**config.mk**
```make
export PLATFORM = sky130hd
export DESIGN_NAME = srfo_core
export DESIGN_NICKNAME = d
export VERILOG_FILES = /design/src/verilog/srfo_pkg.sv /design/src/verilog/srfo_core.sv
export SDC_FILE = /design/constraint.sdc
export NUM_CORES = 1
export LEC_CHECK = 0
export BUFFER_PORTS_ARGS = -buffer_cell sky130_fd_sc_hd__buf_2
export CAP_MARGIN = 10
export CORE_MARGIN = 1
export CORE_UTILIZATION = 33
export DETAILED_ROUTE_END_ITERATION = 8
export PLACE_DENSITY_LB_ADDON = 0.15
export SKIP_CTS_REPAIR_TIMING = 1
export SLEW_MARGIN = 20
export SYNTH_ARGS = -nofsm -noshare
export SYNTH_HDL_FRONTEND = slang
export SYNTH_SLANG_ARGS = --single-unit
```
**constraint.sdc**
```tcl
create_clock -name core_clk -period 4.5 [get_ports core_clk]
set_clock_uncertainty 0.05 [all_clocks]
set_input_delay 0.45 -clock core_clk [delete_from_list [all_inputs] [get_ports core_clk]]
set_output_delay 0.45 -clock core_clk [all_outputs]
set_load 0.01 [all_outputs]
```
**src/verilog/srfo_pkg.sv**
```systemverilog
// shared types and constants for the shift/return/flag execution unit
// assumes a 16-bit core with a word-wide stack read port
package srfo_pkg;

   // operations the unit executes
   typedef enum logic [3:0] {
      OP_SUBROUTINE_RETURN,
      OP_INTERRUPT_RETURN,
      OP_ARITH_SHIFT_LEFT,
      OP_ROTATE_LEFT_THRU_CARRY,
      OP_ARITH_SHIFT_RIGHT,
      OP_ROTATE_RIGHT_THRU_CARRY,
      OP_SUBTRACT_BORROW_ONLY,
      OP_FORCE_CARRY_FLAG,
      OP_FORCE_NEGATIVE_FLAG,
      OP_FORCE_ZERO_FLAG
   } srfo_op_e;

   // status register bit positions
   localparam int unsigned C_BIT      = 0;
   localparam int unsigned Z_BIT      = 1;
   localparam int unsigned N_BIT      = 2;
   localparam int unsigned GIE_BIT    = 3;
   localparam int unsigned PROCESSOR_OFF_BIT_BIT = 4;
   localparam int unsigned OSCILLATOR_OFF_BIT_BIT = 5;
   localparam int unsigned V_BIT      = 8;

   // or-masks of the flag forcing operations
   localparam logic [15:0] SET_C_MASK = 16'h0001;
   localparam logic [15:0] SET_Z_MASK = 16'h0002;
   localparam logic [15:0] SET_N_MASK = 16'h0004;

   // stack pointer step per pop
   localparam logic [15:0] STACK_STEP = 16'h0002;

   // overflow windows of the left shifts
   localparam logic [15:0] OVF_W_LO = 16'h4000;
   localparam logic [15:0] OVF_W_HI = 16'hC000;
   localparam logic [7:0]  OVF_B_LO = 8'h40;
   localparam logic [7:0]  OVF_B_HI = 8'hC0;

   // all-ones addends of the borrow-only subtract
   localparam logic [15:0] ONES_W = 16'hFFFF;
   localparam logic [7:0]  ONES_B = 8'hFF;

   // values after reset
   localparam logic [15:0] RST_PC = 16'h0000;
   localparam logic [15:0] RST_SP = 16'h0400;
   localparam logic [15:0] RST_SR = 16'h0000;

   typedef struct packed {
      srfo_op_e    op;
      logic        byte_op;
      logic        dst_is_reg;
      logic [15:0] operand;
   } srfo_req_s;

   typedef struct packed {
      logic [15:0] pc;
      logic [15:0] sp;
      logic [15:0] sr;
   } srfo_ld_s;

endpackage
```
**src/verilog/srfo_core.sv**
```systemverilog
// execution unit for shifts, rotates, borrow-only subtract, flag forcing
// and the two return sequences; owns pc, stack pointer and status register
// assumes the stack read port answers on the core_clk domain
`timescale 1ns/1ps

module srfo_core (
   // clock and reset
   input  wire logic               core_clk,
   input  wire logic               resetn,
   // operation request
   input  wire logic               op_valid,
   input  srfo_pkg::srfo_req_s     op_req,
   output logic                    op_ready,
   // operation answer
   output logic [15:0]             result,
   output logic                    result_valid,
   output logic                    op_done,
   // architectural state
   input  wire logic               ld_valid,
   input  srfo_pkg::srfo_ld_s      ld_data,
   output logic [15:0]             pc,
   output logic [15:0]             sp,
   output logic [15:0]             sr,
   // stack read port
   output logic                    mem_req,
   output logic [15:0]             mem_addr,
   input  wire logic               mem_ack,
   input  wire logic [15:0]        mem_rdata
);

   typedef enum logic [1:0] {
      ST_IDLE,
      ST_POP_SR,
      ST_POP_PC
   } srfo_state_e;

   srfo_state_e state_r;
   logic [15:0] pc_r;
   logic [15:0] sp_r;
   logic [15:0] sr_r;
   logic [15:0] result_r;
   logic        result_valid_r;
   logic        op_done_r;

   logic        taken;
   logic        is_alu;
   logic        is_flag;
   logic        is_ret;
   logic        pop_sr_ack;
   logic        pop_pc_ack;
   logic [15:0] opnd;
   logic        cin;
   logic [15:0] w_res;
   logic [7:0]  b_res;
   logic        w_cy;
   logic        b_cy;
   logic        w_ov;
   logic        b_ov;
   logic [16:0] sum_w;
   logic [8:0]  sum_b;
   logic [15:0] res;
   logic        flag_c;
   logic        flag_v;
   logic        flag_n;
   logic        flag_z;
   logic [15:0] sr_alu;
   logic [15:0] flag_mask;

   // handshakes are combinational; loads take priority over new work
   assign op_ready   = (state_r == ST_IDLE) && !ld_valid;
   assign taken      = op_valid && op_ready;
   assign mem_req    = (state_r != ST_IDLE);
   assign mem_addr   = sp_r;
   assign pop_sr_ack = (state_r == ST_POP_SR) && mem_ack;
   assign pop_pc_ack = (state_r == ST_POP_PC) && mem_ack;

   assign pc           = pc_r;
   assign sp           = sp_r;
   assign sr           = sr_r;
   assign result       = result_r;
   assign result_valid = result_valid_r;
   assign op_done      = op_done_r;

   always_comb
   begin
      is_alu  = 1'b0;
      is_flag = 1'b0;
      is_ret  = 1'b0;
      case (op_req.op)
         srfo_pkg::OP_SUBROUTINE_RETURN,
         srfo_pkg::OP_INTERRUPT_RETURN:    is_ret  = 1'b1;
         srfo_pkg::OP_FORCE_CARRY_FLAG,
         srfo_pkg::OP_FORCE_NEGATIVE_FLAG,
         srfo_pkg::OP_FORCE_ZERO_FLAG:     is_flag = 1'b1;
         default:                          is_alu  = 1'b1;
      endcase
   end

   // word and byte results are both formed; the size bit picks one
   always_comb
   begin
      opnd  = op_req.operand;
      cin   = sr_r[srfo_pkg::C_BIT];
      w_res = opnd;
      b_res = opnd[7:0];
      w_cy  = 1'b0;
      b_cy  = 1'b0;
      w_ov  = 1'b0;
      b_ov  = 1'b0;
      sum_w = {1'b0, srfo_pkg::ONES_W} + {1'b0, opnd} + {16'h0000, cin};
      sum_b = {1'b0, srfo_pkg::ONES_B} + {1'b0, opnd[7:0]} + {8'h00, cin};
      case (op_req.op)
         srfo_pkg::OP_ARITH_SHIFT_LEFT:
         begin
            w_res = {opnd[14:0], 1'b0};
            b_res = {opnd[6:0], 1'b0};
            w_cy  = opnd[15];
            b_cy  = opnd[7];
            w_ov  = (opnd >= srfo_pkg::OVF_W_LO) && (opnd < srfo_pkg::OVF_W_HI);
            b_ov  = (opnd[7:0] >= srfo_pkg::OVF_B_LO) && (opnd[7:0] < srfo_pkg::OVF_B_HI);
         end
         srfo_pkg::OP_ROTATE_LEFT_THRU_CARRY:
         begin
            w_res = {opnd[14:0], cin};
            b_res = {opnd[6:0], cin};
            w_cy  = opnd[15];
            b_cy  = opnd[7];
            w_ov  = (opnd >= srfo_pkg::OVF_W_LO) && (opnd < srfo_pkg::OVF_W_HI);
            b_ov  = (opnd[7:0] >= srfo_pkg::OVF_B_LO) && (opnd[7:0] < srfo_pkg::OVF_B_HI);
         end
         srfo_pkg::OP_ARITH_SHIFT_RIGHT:
         begin
            w_res = {opnd[15], opnd[15:1]};
            b_res = {opnd[7], opnd[7:1]};
            w_cy  = opnd[0];
            b_cy  = opnd[0];
         end
         srfo_pkg::OP_ROTATE_RIGHT_THRU_CARRY:
         begin
            w_res = {cin, opnd[15:1]};
            b_res = {cin, opnd[7:1]};
            w_cy  = opnd[0];
            b_cy  = opnd[0];
         end
         srfo_pkg::OP_SUBTRACT_BORROW_ONLY:
         begin
            w_res = sum_w[15:0];
            b_res = sum_b[7:0];
            w_cy  = sum_w[16];
            b_cy  = sum_b[8];
            // second addend is negative, so overflow is a sign drop
            w_ov  = opnd[15] && !sum_w[15];
            b_ov  = opnd[7] && !sum_b[7];
         end
         default:
         begin
            w_res = opnd;
         end
      endcase
   end

   // memory destinations keep their upper byte; only the low lane is written
   always_comb
   begin
      if (op_req.byte_op)
      begin
         res    = {(op_req.dst_is_reg ? 8'h00 : opnd[15:8]), b_res};
         flag_c = b_cy;
         flag_v = b_ov;
         flag_n = b_res[7];
         flag_z = (b_res == 8'h00);
      end
      else
      begin
         res    = w_res;
         flag_c = w_cy;
         flag_v = w_ov;
         flag_n = w_res[15];
         flag_z = (w_res == 16'h0000);
      end
   end

   // only the four arithmetic flags move; mode bits pass through
   always_comb
   begin
      sr_alu                     = sr_r;
      sr_alu[srfo_pkg::C_BIT]    = flag_c;
      sr_alu[srfo_pkg::Z_BIT]    = flag_z;
      sr_alu[srfo_pkg::N_BIT]    = flag_n;
      sr_alu[srfo_pkg::V_BIT]    = flag_v;
      case (op_req.op)
         srfo_pkg::OP_FORCE_CARRY_FLAG:    flag_mask = srfo_pkg::SET_C_MASK;
         srfo_pkg::OP_FORCE_NEGATIVE_FLAG: flag_mask = srfo_pkg::SET_N_MASK;
         srfo_pkg::OP_FORCE_ZERO_FLAG:     flag_mask = srfo_pkg::SET_Z_MASK;
         default:                          flag_mask = 16'h0000;
      endcase
   end

   always_ff @(posedge core_clk or negedge resetn)
   begin
      if (!resetn)
         state_r <= ST_IDLE;
      else
         case (state_r)
            ST_IDLE:
               if (taken && op_req.op == srfo_pkg::OP_SUBROUTINE_RETURN)
                  state_r <= ST_POP_PC;
               else if (taken && op_req.op == srfo_pkg::OP_INTERRUPT_RETURN)
                  state_r <= ST_POP_SR;
            ST_POP_SR:
               if (mem_ack)
                  state_r <= ST_POP_PC;
            ST_POP_PC:
               if (mem_ack)
                  state_r <= ST_IDLE;
            default:
               state_r <= ST_IDLE;
         endcase
   end

   always_ff @(posedge core_clk or negedge resetn)
   begin
      if (!resetn)
         sr_r <= srfo_pkg::RST_SR;
      else if (ld_valid && state_r == ST_IDLE)
         sr_r <= ld_data.sr;
      else if (pop_sr_ack)
         sr_r <= mem_rdata;
      else if (taken && is_alu)
         sr_r <= sr_alu;
      else if (taken && is_flag)
         sr_r <= sr_r | flag_mask;
   end

   always_ff @(posedge core_clk or negedge resetn)
   begin
      if (!resetn)
      begin
         pc_r <= srfo_pkg::RST_PC;
         sp_r <= srfo_pkg::RST_SP;
      end
      else if (ld_valid && state_r == ST_IDLE)
      begin
         pc_r <= ld_data.pc;
         sp_r <= ld_data.sp;
      end
      else
      begin
         if (pop_pc_ack)
            pc_r <= mem_rdata;
         if (pop_sr_ack || pop_pc_ack)
            sp_r <= sp_r + srfo_pkg::STACK_STEP;
      end
   end

   always_ff @(posedge core_clk or negedge resetn)
   begin
      if (!resetn)
      begin
         result_r       <= 16'h0000;
         result_valid_r <= 1'b0;
         op_done_r      <= 1'b0;
      end
      else
      begin
         if (taken && is_alu)
            result_r <= res;
         result_valid_r <= taken && is_alu;
         op_done_r      <= (taken && !is_ret) || pop_pc_ack;
      end
   end
endmodule

```
==> results of run 1 <==
area by class of cell:
| type | instances | area (um2) | area share |
|---|---|---|---|
| diodes | 1 | 2.50 | 0.000447 |
| clock buffers | 9 | 225 | 0.0403 |
| multi-input cells | 391 | 2420 | 0.432 |
| inverters | 15 | 56.3 | 0.0101 |
| clock inverters | 7 | 73.8 | 0.0132 |
| flip-flops and latches | 68 | 1700 | 0.304 |
| well taps | 176 | 220 | 0.0394 |
| repair buffers | 177 | 896 | 0.160 |
where the power goes:
group	total, uW	switching (uW)	internal [uW]	leakage (uW)
Sequential	770	67.5	702	0.000811
Combinational	491	282	209	0.00173
Clock	710	278	432	0.000146
Total	1970	627	1340	0.00268
sequential cells by signal, summed over array words and instances, names as in the netlist:
register	count
sr	16
pc	16
mem_addr	16
state_r	2
op_done	1
result	16
result_valid	1
through the flow:
step	power [uW]	setup slack, ns	hold slack, ns	cell area, um2
global route	2090	1.03	0.124	5590
CTS	2000	1.21	0.246	5580
detailed placement	1270	1.12	0.420	5290
global placement	1270	1.26	0.419	5290
floorplan	1060	1.65	0.104	4450
finish	1970	1.17	0.0713	5590
routing by layer:
layer  track usage  up-vias  wire length (um)
li1              -     2150                 -
met3        0.0454       18               812
met5             0        -                 0
met1         0.268     2083              6290
met2         0.334      158              6420
met4        0.0641        0               205
cell usage in the layout (no fill, tap or decap), types with 5 or more instances in the layout:
cell type    n
buf_2      173
nand2_1     87
dfrtp_1     67
o21ai_0     52
nor2_1      43
mux2i_1     18
inv_1       15
a31oi_1     14
nand3_1     13
a21oi_1     13
a22oi_1     12
o21a_1       9
xnor2_1      9
ha_1         9
clkbuf_16    9
o221ai_1     8
a221oi_1     7
nor3_1       7
nand4_1      6
and3_1       5
xor2_1       5
synthesized netlist by cell type, drive strengths merged (2+ instances only):
library cell / n / area, um2
nor3: 9 / 55.1
nand2b: 2 / 12.5
nand2: 88 / 330
buf: 28 / 189
nor2: 43 / 161
clkbuf: 24 / 100
inv: 15 / 56.3
a22oi: 12 / 90.1
o221a: 3 / 33.8
o221ai: 8 / 70.1
o21ai: 53 / 265
a31oi: 14 / 87.6
a21oi: 14 / 73.8
nand4: 6 / 37.5
xnor2: 9 / 78.8
ha: 9 / 113
o21a: 9 / 67.6
mux2i: 18 / 180
a21boi: 2 / 15.0
o211ai: 3 / 22.5
and2: 8 / 53.8
o22ai: 4 / 25.0
a32o: 2 / 20.0
nand3: 13 / 65.1
and4: 4 / 36.3
nor4: 4 / 40.0
and3b: 2 / 17.5
a221oi: 8 / 76.3
dfrtp: 67 / 1680
xor2: 5 / 43.8
nor3b: 5 / 47.5
and3: 6 / 38.8
nand3b: 3 / 22.5
a211oi: 2 / 15.0
nor2b: 4 / 25.0
logic make-up (layout without fill, tap and decap cells):
| kind of cell | after synthesis | in the layout | synth area share |
|---|---|---|---|
| simple gates | 203 | 203 | 0.223 |
| compound gates | 147 | 147 | 0.223 |
| flops | 68 | 68 | 0.382 |
| buf+inv | 67 | 208 | 0.0775 |
| mux | 18 | 18 | 0.0405 |
| xor+xnor | 14 | 14 | 0.0275 |
| fa+ha+maj | 9 | 9 | 0.0253 |
| other cells | 0 | 1 | 0 |
how the worst min path moves through the flow:
stage	depth (start not counted)	end	slack, ns	from
floorplan	0	mem_addr[0]	0.10	resetn
global placement	2	result[5]	0.42	result[5]
detailed placement	2	result[5]	0.42	result[5]
CTS	3	mem_addr[0]	0.25	ld_data[16]
global route	1	result[5]	0.12	resetn
finish	1	result[6]	0.07	resetn
==> summary.md, run 1 <==
| Metric | Value |
|---|---|
| Final Max Tran Viols | `0` |
| Worst path depth | `12` |
| Synthesized cell area | `4450 um2` |
| Worst-path clk slew | `0.06 ns` |
| Inserted Clock Buffers | `9` |
| Crit Reg-Reg Endpoint | `sr[1]` |
| First-pass GRT wire length | `22.7 mm` |
| Max cap viols | `0` |
| Post-synthesis sequential area ratio | `0.382` |
| Setup TNS | `0 ns` |
| Initial antenna violation count | `0` |
| Crit end category | `register` |
| Syn-to-layout area delta | `25.6%` |
| Post-synth EDFFs | `0` |
| Arrival time worst endpoint | `3.51 ns` |
| Syn nets | `626` |
| Flip-flop and latch count after synthesis | `68` |
| Worst rel slew slack | `0.435` |
| Post-DP HPWL | `9.98 mm` |
| Fillers | `1385` |
| Cell Count, Final, Fillers Out | `844` |
| Top Ports | `175` |
| DRT Wirelength | `13.7 mm` |
| Die H | `118 um` |
| DR WL/cell | `16.3 um` |
| Setup crit start | `sr[0]` |
| Crit path required time | `4.69 ns` |
| Worst setup path endpoint | `sr[1]` |
| Share of post-route cells with drive strength above 1 | `0.322` |
| DP Cell Count | `827` |
| Row cnt | `42` |
| Fin. Hold Viols | `0` |
| Critical-path top delay cell | `nor4b_1` |
| Post-Syn Instances | `526` |
| Top cell by count, worst path | `ha_1` |
| Final Setup Violations | `0` |
| Startpoint types | `register` |
| RSZ-0062 raised after global routing | `no` |
| Sink Count | `68` |
| Synth unique cells | `70` |
| Global route total overflow | `0` |
| Die area | `14000 um2` |
| Worst Hold Class | `in2async` |
| Tmin final | `3.33 ns` |
| Worst-path fanout max | `7` |
| Final Wtd Congestion | `0.865` |
| Vias in the first global route | `4417` |
| Period utilization | `0.740` |
| Maximum operating frequency | `300 MHz` |
| Worst VDD drop | `0.202 mV` |
| Outcome | `complete, no violations` |
| Kind of critical path | `reg2reg` |
| Root buffer cell | `clkbuf_16` |
| Critical-path cell list | `inv_1 > ha_1 > nor4b_1 > and2_2 > nor3b_1 > ha_1 > and2_1 > a221oi_2 > and2_0 > and4_1 > nand4_1 > a311oi_2` |
| Synth Area per Inst | `8.47 um2` |
| # H-tree levels | `3` |
| Total core area | `13200 um2` |
| Asr flop ratio synth | `1.00` |
| Vias/cell | `5.22` |
| CTS Buffer Depth | `2` |
| NumNets Final | `762` |
| Flop-to-flop setup slack | `1.17 ns` |
| Static leakage | `0.00268 uW` |
| Drt first pass iters | `5` |
| Die width | `118 um` |
| Final core occ | `0.424` |
| Ys Warns | `0` |
| Power per cell area | `352 nW/um2` |
| Synth Flop Type | `dfrtp_1` |
| Clock Latency Late Sink | `0.33 ns` |
| Vias | `4409` |
| Reg2reg path depth | `12` |
| CTS tree | `yes` |
| GR Util All Layers | `0.204` |
| Largest net degree at the start of global routing | `65` |
| Reg2reg start | `sr[0]` |
| Buffers & Inverters on Critical Path | `1` |
| Top delay family on crit path | `simple AND/OR/NAND/NOR gates` |
| Slew of the pin with the lowest slew margin | `0.845 ns` |
| Peak per-stage delay on the critical path | `0.51 ns` |
| Initial DRC count | `267` |
| Post-route DRC | `0` |
| Starting density of the core | `0.338` |
| Routed Antenna Nets | `0` |
| Port bufs | `174` |
No activity file was read; power rests on OpenSTA's default activity.
==> run 2, diff against run 1 <==
==> constraint.sdc (replaced) <==
create_clock -name core_clk -period 3 [get_ports core_clk]
set_clock_uncertainty 0.05 [all_clocks]
set_input_delay 0.3 -clock core_clk [delete_from_list [all_inputs] [get_ports core_clk]]
set_output_delay 0.3 -clock core_clk [all_outputs]
set_load 0.01 [all_outputs]
==> summary.md, run 2 (synthesis gave the netlist of run 1 again) <==
| Metric | Value |
|---|---|
| Outcome | `complete, no violations` |
| Drt first pass iters | `5 (unchanged)` |
| Cell Count, Final, Fillers Out | `859 (+1.8%)` |
| CTS Buffer Depth | `2 (unchanged)` |
| Commonest cells after routing, fill and taps aside | `174 x buf_2, 88 x nand2_1, 67 x dfrtp_1` |
| Post-route DRC | `0 (unchanged)` |
| Period utilization | `0.929 (+0.189)` |
| Tot Pwr | `3220 uW (+63%)` |
| Power per cell area | `557 nW/um2 (+58%)` |
| Worst-path clk slew | `0.06 ns (about the same)` |
| Vias in the first global route | `4295 (-2.8%)` |
| Kind of critical path | `reg2reg` |
| Port bufs | `174 (unchanged)` |
| Sink Count | `68 (unchanged)` |
| Most common cell after layout, fill and taps aside | `buf_2` |
| Switching fraction of total power | `0.285 (-0.0333)` |
| Critical-path cell list | `inv_1 > ha_1 > nor4b_2 > and2_2 > nor3b_1 > ha_1 > and2_1 > a221oi_2 > and2_0 > and4_1 > nand4_1 > a311oi_2` |
| Worst Hold Class | `in2async` |
| Crit end category | `register` |
| Setup TNS | `0 ns (unchanged)` |
| Post-DP HPWL | `10.4 mm (+3.7%)` |
| Final Wtd Congestion | `0.883 (+2.1%)` |
| Inserted Clock Buffers | `9 (unchanged)` |
| Arrival time worst endpoint | `2.97 ns (-0.54 ns)` |
| Slew of the pin with the lowest slew margin | `0.915 ns (+0.0707 ns)` |
| DR WL/cell | `16.2 um (-0.33%)` |
| Diode count | `0 (-1)` |
| Top delay family on crit path | `simple AND/OR/NAND/NOR gates` |
| # H-tree levels | `3 (unchanged)` |
| Initial DRC count | `234 (-12%)` |
| CTS tree | `yes` |
| Initial antenna violation count | `1 (+1)` |
| Die area | `14000 um2 (unchanged)` |
| Die width | `118 um (unchanged)` |
| Flop pwr share | `0.356 (-0.035)` |
| Final Max Tran Viols | `0 (unchanged)` |
| Pint | `2300 uW (+71%)` |
| Clock share of power | `0.407 (+0.047)` |
| Top Ports | `175 (unchanged)` |
| Top cell by count, worst path | `ha_1` |
| Startpoint types | `register` |
| Vias | `4503 (+2.1%)` |
| Row cnt | `42 (unchanged)` |
| Starting density of the core | `0.338 (unchanged)` |
| P_sw | `918 uW (+46%)` |
| Syn-to-layout area delta | `29.9%` |
| Comb power frac | `0.237 (-0.012)` |
| Largest net degree at the start of global routing | `42 (-35%)` |
| Global route total overflow | `0 (unchanged)` |
| GR Util All Layers | `0.202 (-0.00213)` |
| Die H | `118 um (unchanged)` |
| Worst VDD drop | `0.418 mV (+110%)` |
| Critical-path top delay cell | `dfrtp_1` |
| NumNets Final | `778 (+2.1%)` |
| Final Setup Violations | `0 (unchanged)` |
| Root buffer cell | `clkbuf_16` |
| Peak per-stage delay on the critical path | `0.38 ns (-0.13 ns)` |
| Vias/cell | `5.24 (+0.35%)` |
| Static leakage | `0.00279 uW (+4.1%)` |
| Worst rel slew slack | `0.390 (-0.0454)` |
| Share of post-route cells with drive strength above 1 | `0.334 (+0.0115)` |
| Fin. Hold Viols | `0 (unchanged)` |
| Crit path required time | `3.19 ns (-1.50 ns)` |
| Total core area | `13200 um2 (unchanged)` |
| Tmin final | `2.79 ns (-0.543 ns)` |
| DRT Wirelength | `13.9 mm (+1.4%)` |
| Routed Antenna Nets | `0 (unchanged)` |
| Buffers & Inverters on Critical Path | `1 (unchanged)` |
| Worst-path fanout max | `2 (-5)` |
| Clock Latency Late Sink | `0.33 ns (about the same)` |
| DP Cell Count | `843 (+1.9%)` |
| RSZ-0062 raised after global routing | `no` |
| Max cap viols | `0 (unchanged)` |
| First-pass GRT wire length | `22.3 mm (-1.6%)` |
| Maximum operating frequency | `359 MHz (+19%)` |
-- run 2: cell type report --
cell class	count	area (um2)
Timing Repair Buffer	193	1030
Tap cell	176	220
Multi-Input combinational cell	391	2410
Clock inverter	4	120
Fill cell	1342	7410
Inverter	15	56.3
Sequential cell	68	1700
Clock buffer	12	246
-- run 2: through the flow --
stage,worst slack [ns],utilization,cell area [um2],hold slack [ns]
global route,0.100,0.439,5780,0.126
global placement,0.143,0.410,5410,0.416
finish,0.214,0.439,5780,0.0558
floorplan,0.146,-,4450,-0.0456
CTS,0.0884,0.438,5780,0.0992
detailed placement,0.0385,0.410,5410,0.416
-- run 2: worst paths after layout --
path,from,to,slack (ns),cells past startpoint
setup / recovery,sr[0],sr[1],0.21,12
hold / removal,resetn,result[6],0.06,1
setup reg to reg,sr[0],sr[1],0.21,12
hold reg to reg,result[6],result[6],0.42,2
max in group asynchronous,resetn,mem_addr[10],2.01,2
min in group core_clk,ld_data[42],pc[10],0.12,3
-- run 2: per-layer routing --
metal  track usage  vias to the layer above  part of all wire
met5             0                        -           0.00093
met2         0.317                      175              0.46
met4        0.0681                        2             0.016
met3        0.0516                       19             0.065
met1         0.270                     2127              0.46
li1              -                     2180                 -
-- run 2: worst register-to-register path: stages, from the launching register on --
cell and delay (ns):
dfrtp_1 0.38, inv_1 0.06, ha_1 0.15, nor4b_2 0.27, and2_2 0.21, nor3b_1 0.20
ha_1 0.26, and2_1 0.14, a221oi_2 0.19, and2_0 0.16, and4_1 0.19, nand4_1 0.14
a311oi_2 0.29
-- run 2: power groups by stage --
stage               sequential, uW  clock [uW]  combinational, uW
finish                        1150        1310                763
global route                  1170        1380                843
CTS                           1150        1350                768
detailed placement            1160           0                766
global placement              1160           0                763
floorplan                     1220           0                373
==> run 3, diff against run 2 <==
--- a/config.mk
+++ b/config.mk
@@ -5,7 +5,7 @@
 export SDC_FILE = /design/constraint.sdc
 export NUM_CORES = 1
 export LEC_CHECK = 0
-export BUFFER_PORTS_ARGS = -buffer_cell sky130_fd_sc_hd__buf_2
+export BUFFER_PORTS_ARGS = -buffer_cell sky130_fd_sc_hd__clkbuf_2
 export CAP_MARGIN = 10
 export CORE_MARGIN = 1
 export CORE_UTILIZATION = 33
==> summary.md, run 3 (synthesis gave the netlist of run 1 again) <==
| Metric | Value |
|---|---|
| Setup TNS | `0 ns (unchanged)` |
| Grt peak-use layer | `met2` |
| Vias | `4437 (-1.5%)` |
| Cell Count, Final, Fillers Out | `857 (-0.23%)` |
| Vias in the first global route | `4260 (-0.81%)` |
| DRT Wirelength | `13.8 mm (-1.2%)` |
| Reg2reg start | `sr[0]` |
| Largest net degree at the start of global routing | `43 (+2.4%)` |
| # H-tree levels | `3 (unchanged)` |
| Row cnt | `42 (unchanged)` |
| Tmin final | `2.78 ns (-0.00931 ns)` |
| Final Setup Violations | `0 (unchanged)` |
| Die H | `118 um (unchanged)` |
| Fin. Hold Viols | `0 (unchanged)` |
| Kind of critical path | `reg2reg` |
| Crit path required time | `3.18 ns (about the same)` |
| Static leakage | `0.00279 uW (-0.32%)` |
| Worst VDD drop | `0.241 mV (-42%)` |
| Syn-to-layout area delta | `28.4%` |
| Routed Antenna Nets | `0 (unchanged)` |
| Outcome | `complete, no violations` |
| Final Max Tran Viols | `0 (unchanged)` |
| Setup crit start | `sr[0]` |
| GR Util All Layers | `0.201 (-0.000878)` |
| Post-DP HPWL | `10.2 mm (-1.0%)` |
| Total core area | `13200 um2 (unchanged)` |
| CTS tree | `yes` |
| Worst-path fanout max | `5 (+3)` |
| Diode count | `0 (unchanged)` |
| Power per cell area | `520 nW/um2 (-6.6%)` |
| Arrival time worst endpoint | `2.96 ns (about the same)` |
| Register Area | `1700 um2 (unchanged)` |
| Maximum operating frequency | `360 MHz (+0.33%)` |
| RSZ-0062 raised after global routing | `no` |
| Crit end category | `register` |
| NumNets Final | `776 (-0.26%)` |
| Most common cell after layout, fill and taps aside | `clkbuf_2` |
| First-pass GRT wire length | `22.4 mm (about the same)` |
| Die width | `118 um (unchanged)` |
| Initial antenna violation count | `0 (-1)` |
| Final Wtd Congestion | `0.887 (+0.45%)` |
| Initial DRC count | `228 (-2.6%)` |
| Multi-input combinational cell area | `2430 um2 (+0.57%)` |
| Root buffer cell | `clkbuf_16` |
| Port bufs | `174 (unchanged)` |
| Final core occ | `0.433 (-0.00522)` |
| Met2 Usage GRT | `0.330 (+0.0125)` |
| Commonest cells after routing, fill and taps aside | `173 x clkbuf_2, 88 x nand2_1, 67 x dfrtp_1` |
| Startpoint types | `register` |
| Share of post-route cells with drive strength above 1 | `0.336 (+0.00245)` |
| Drt first pass iters | `5 (unchanged)` |
| DP Cell Count | `841 (-0.24%)` |
| Sink Count | `68 (unchanged)` |
| Post-route DRC | `0 (unchanged)` |
| Worst rel slew slack | `0.449 (+0.0596)` |
| CTS Buffer Depth | `2 (unchanged)` |
| Fillers | `1392 (+3.7%)` |
| Period utilization | `0.926 (-0.00310)` |
| Met3 GRT Util | `0.0468 (-0.00483)` |
| Worst-path clk slew | `0.06 ns (about the same)` |
| DR WL/cell | `16.1 um (-0.97%)` |
| Inserted Clock Buffers | `9 (unchanged)` |
| Max cap viols | `0 (unchanged)` |
| Top Ports | `175 (unchanged)` |
| GR Util met1 | `0.268 (-0.00210)` |
| Clock Latency Late Sink | `0.32 ns (about the same)` |
| Global route total overflow | `0 (unchanged)` |
| Starting density of the core | `0.338 (unchanged)` |
| Vias/cell | `5.18 (-1.2%)` |
| Slew of the pin with the lowest slew margin | `0.826 ns (-0.0894 ns)` |
| Die area | `14000 um2 (unchanged)` |
| Worst Hold Class | `in2async` |
[run 3: changes by cell type in the layout (fill, tap and decap cells not counted), moves of 2 or more]
cell and change:
buf_2 -173, clkbuf_2 +173, bufinv_16 -3, buf_4 -2
clkbuf_1 -2, clkinv_2 +2, inv_6 +2
[run 3: metal layers]
layer | vias to the layer above | share of wire
li1 | 2181 | -
met1 | 2091 | 0.45
met2 | 156 | 0.48
met3 | 9 | 0.065
met4 | 0 | 0.0086
met5 | - | 0
[run 3: final timing paths]
check                                    end  slack [ns]  cells after the start
worst max-delay path                   sr[1]        0.22                     10
worst min-delay path               result[5]        0.02                      1
worst max register to register         sr[1]        0.22                     10
worst min register to register     result[6]        0.43                      2
max in group asynchronous       mem_addr[10]        2.13                      2
min in group core_clk            mem_addr[0]        0.12                      3
[run 3: cell type report]
cell class                      instances  area share
Multi-Input combinational cell        391       0.424
Sequential cell                        68       0.298
Timing Repair Buffer                  191       0.177
Clock buffer                            9      0.0394
Tap cell                              176      0.0385
Clock inverter                          7      0.0129
Inverter                               15     0.00985
[run 3: per-stage QoR]
step	hold slack [ns]	setup slack [ns]	power, uW	area (um2)
2_1_floorplan	-0.0456	0.146	1600	4450
3_3_place_gp	0.386	0.122	1920	5400
3_5_place_dp	0.388	0.0370	1930	5400
4_1_cts	0.0347	0.103	3020	5700
5_1_grt	0.0614	0.0540	3160	5720
6_report	0.0157	0.223	2970	5720
[run 3: critical path: stages (launching register included)]
cell and delay [ns]:
dfrtp_1 0.37, inv_1 0.05, ha_1 0.22, ha_1 0.20, nor3b_1 0.27, and3_1 0.25
o21ai_0 0.09, a221oi_1 0.49, and4_1 0.27, nand4_1 0.13, a311oi_2 0.29
[run 3: where the power goes]
group / internal [uW] / switching [uW]
combinational: 325 / 431
sequential: 1050 / 101
clock: 647 / 414
total: 2030 / 946
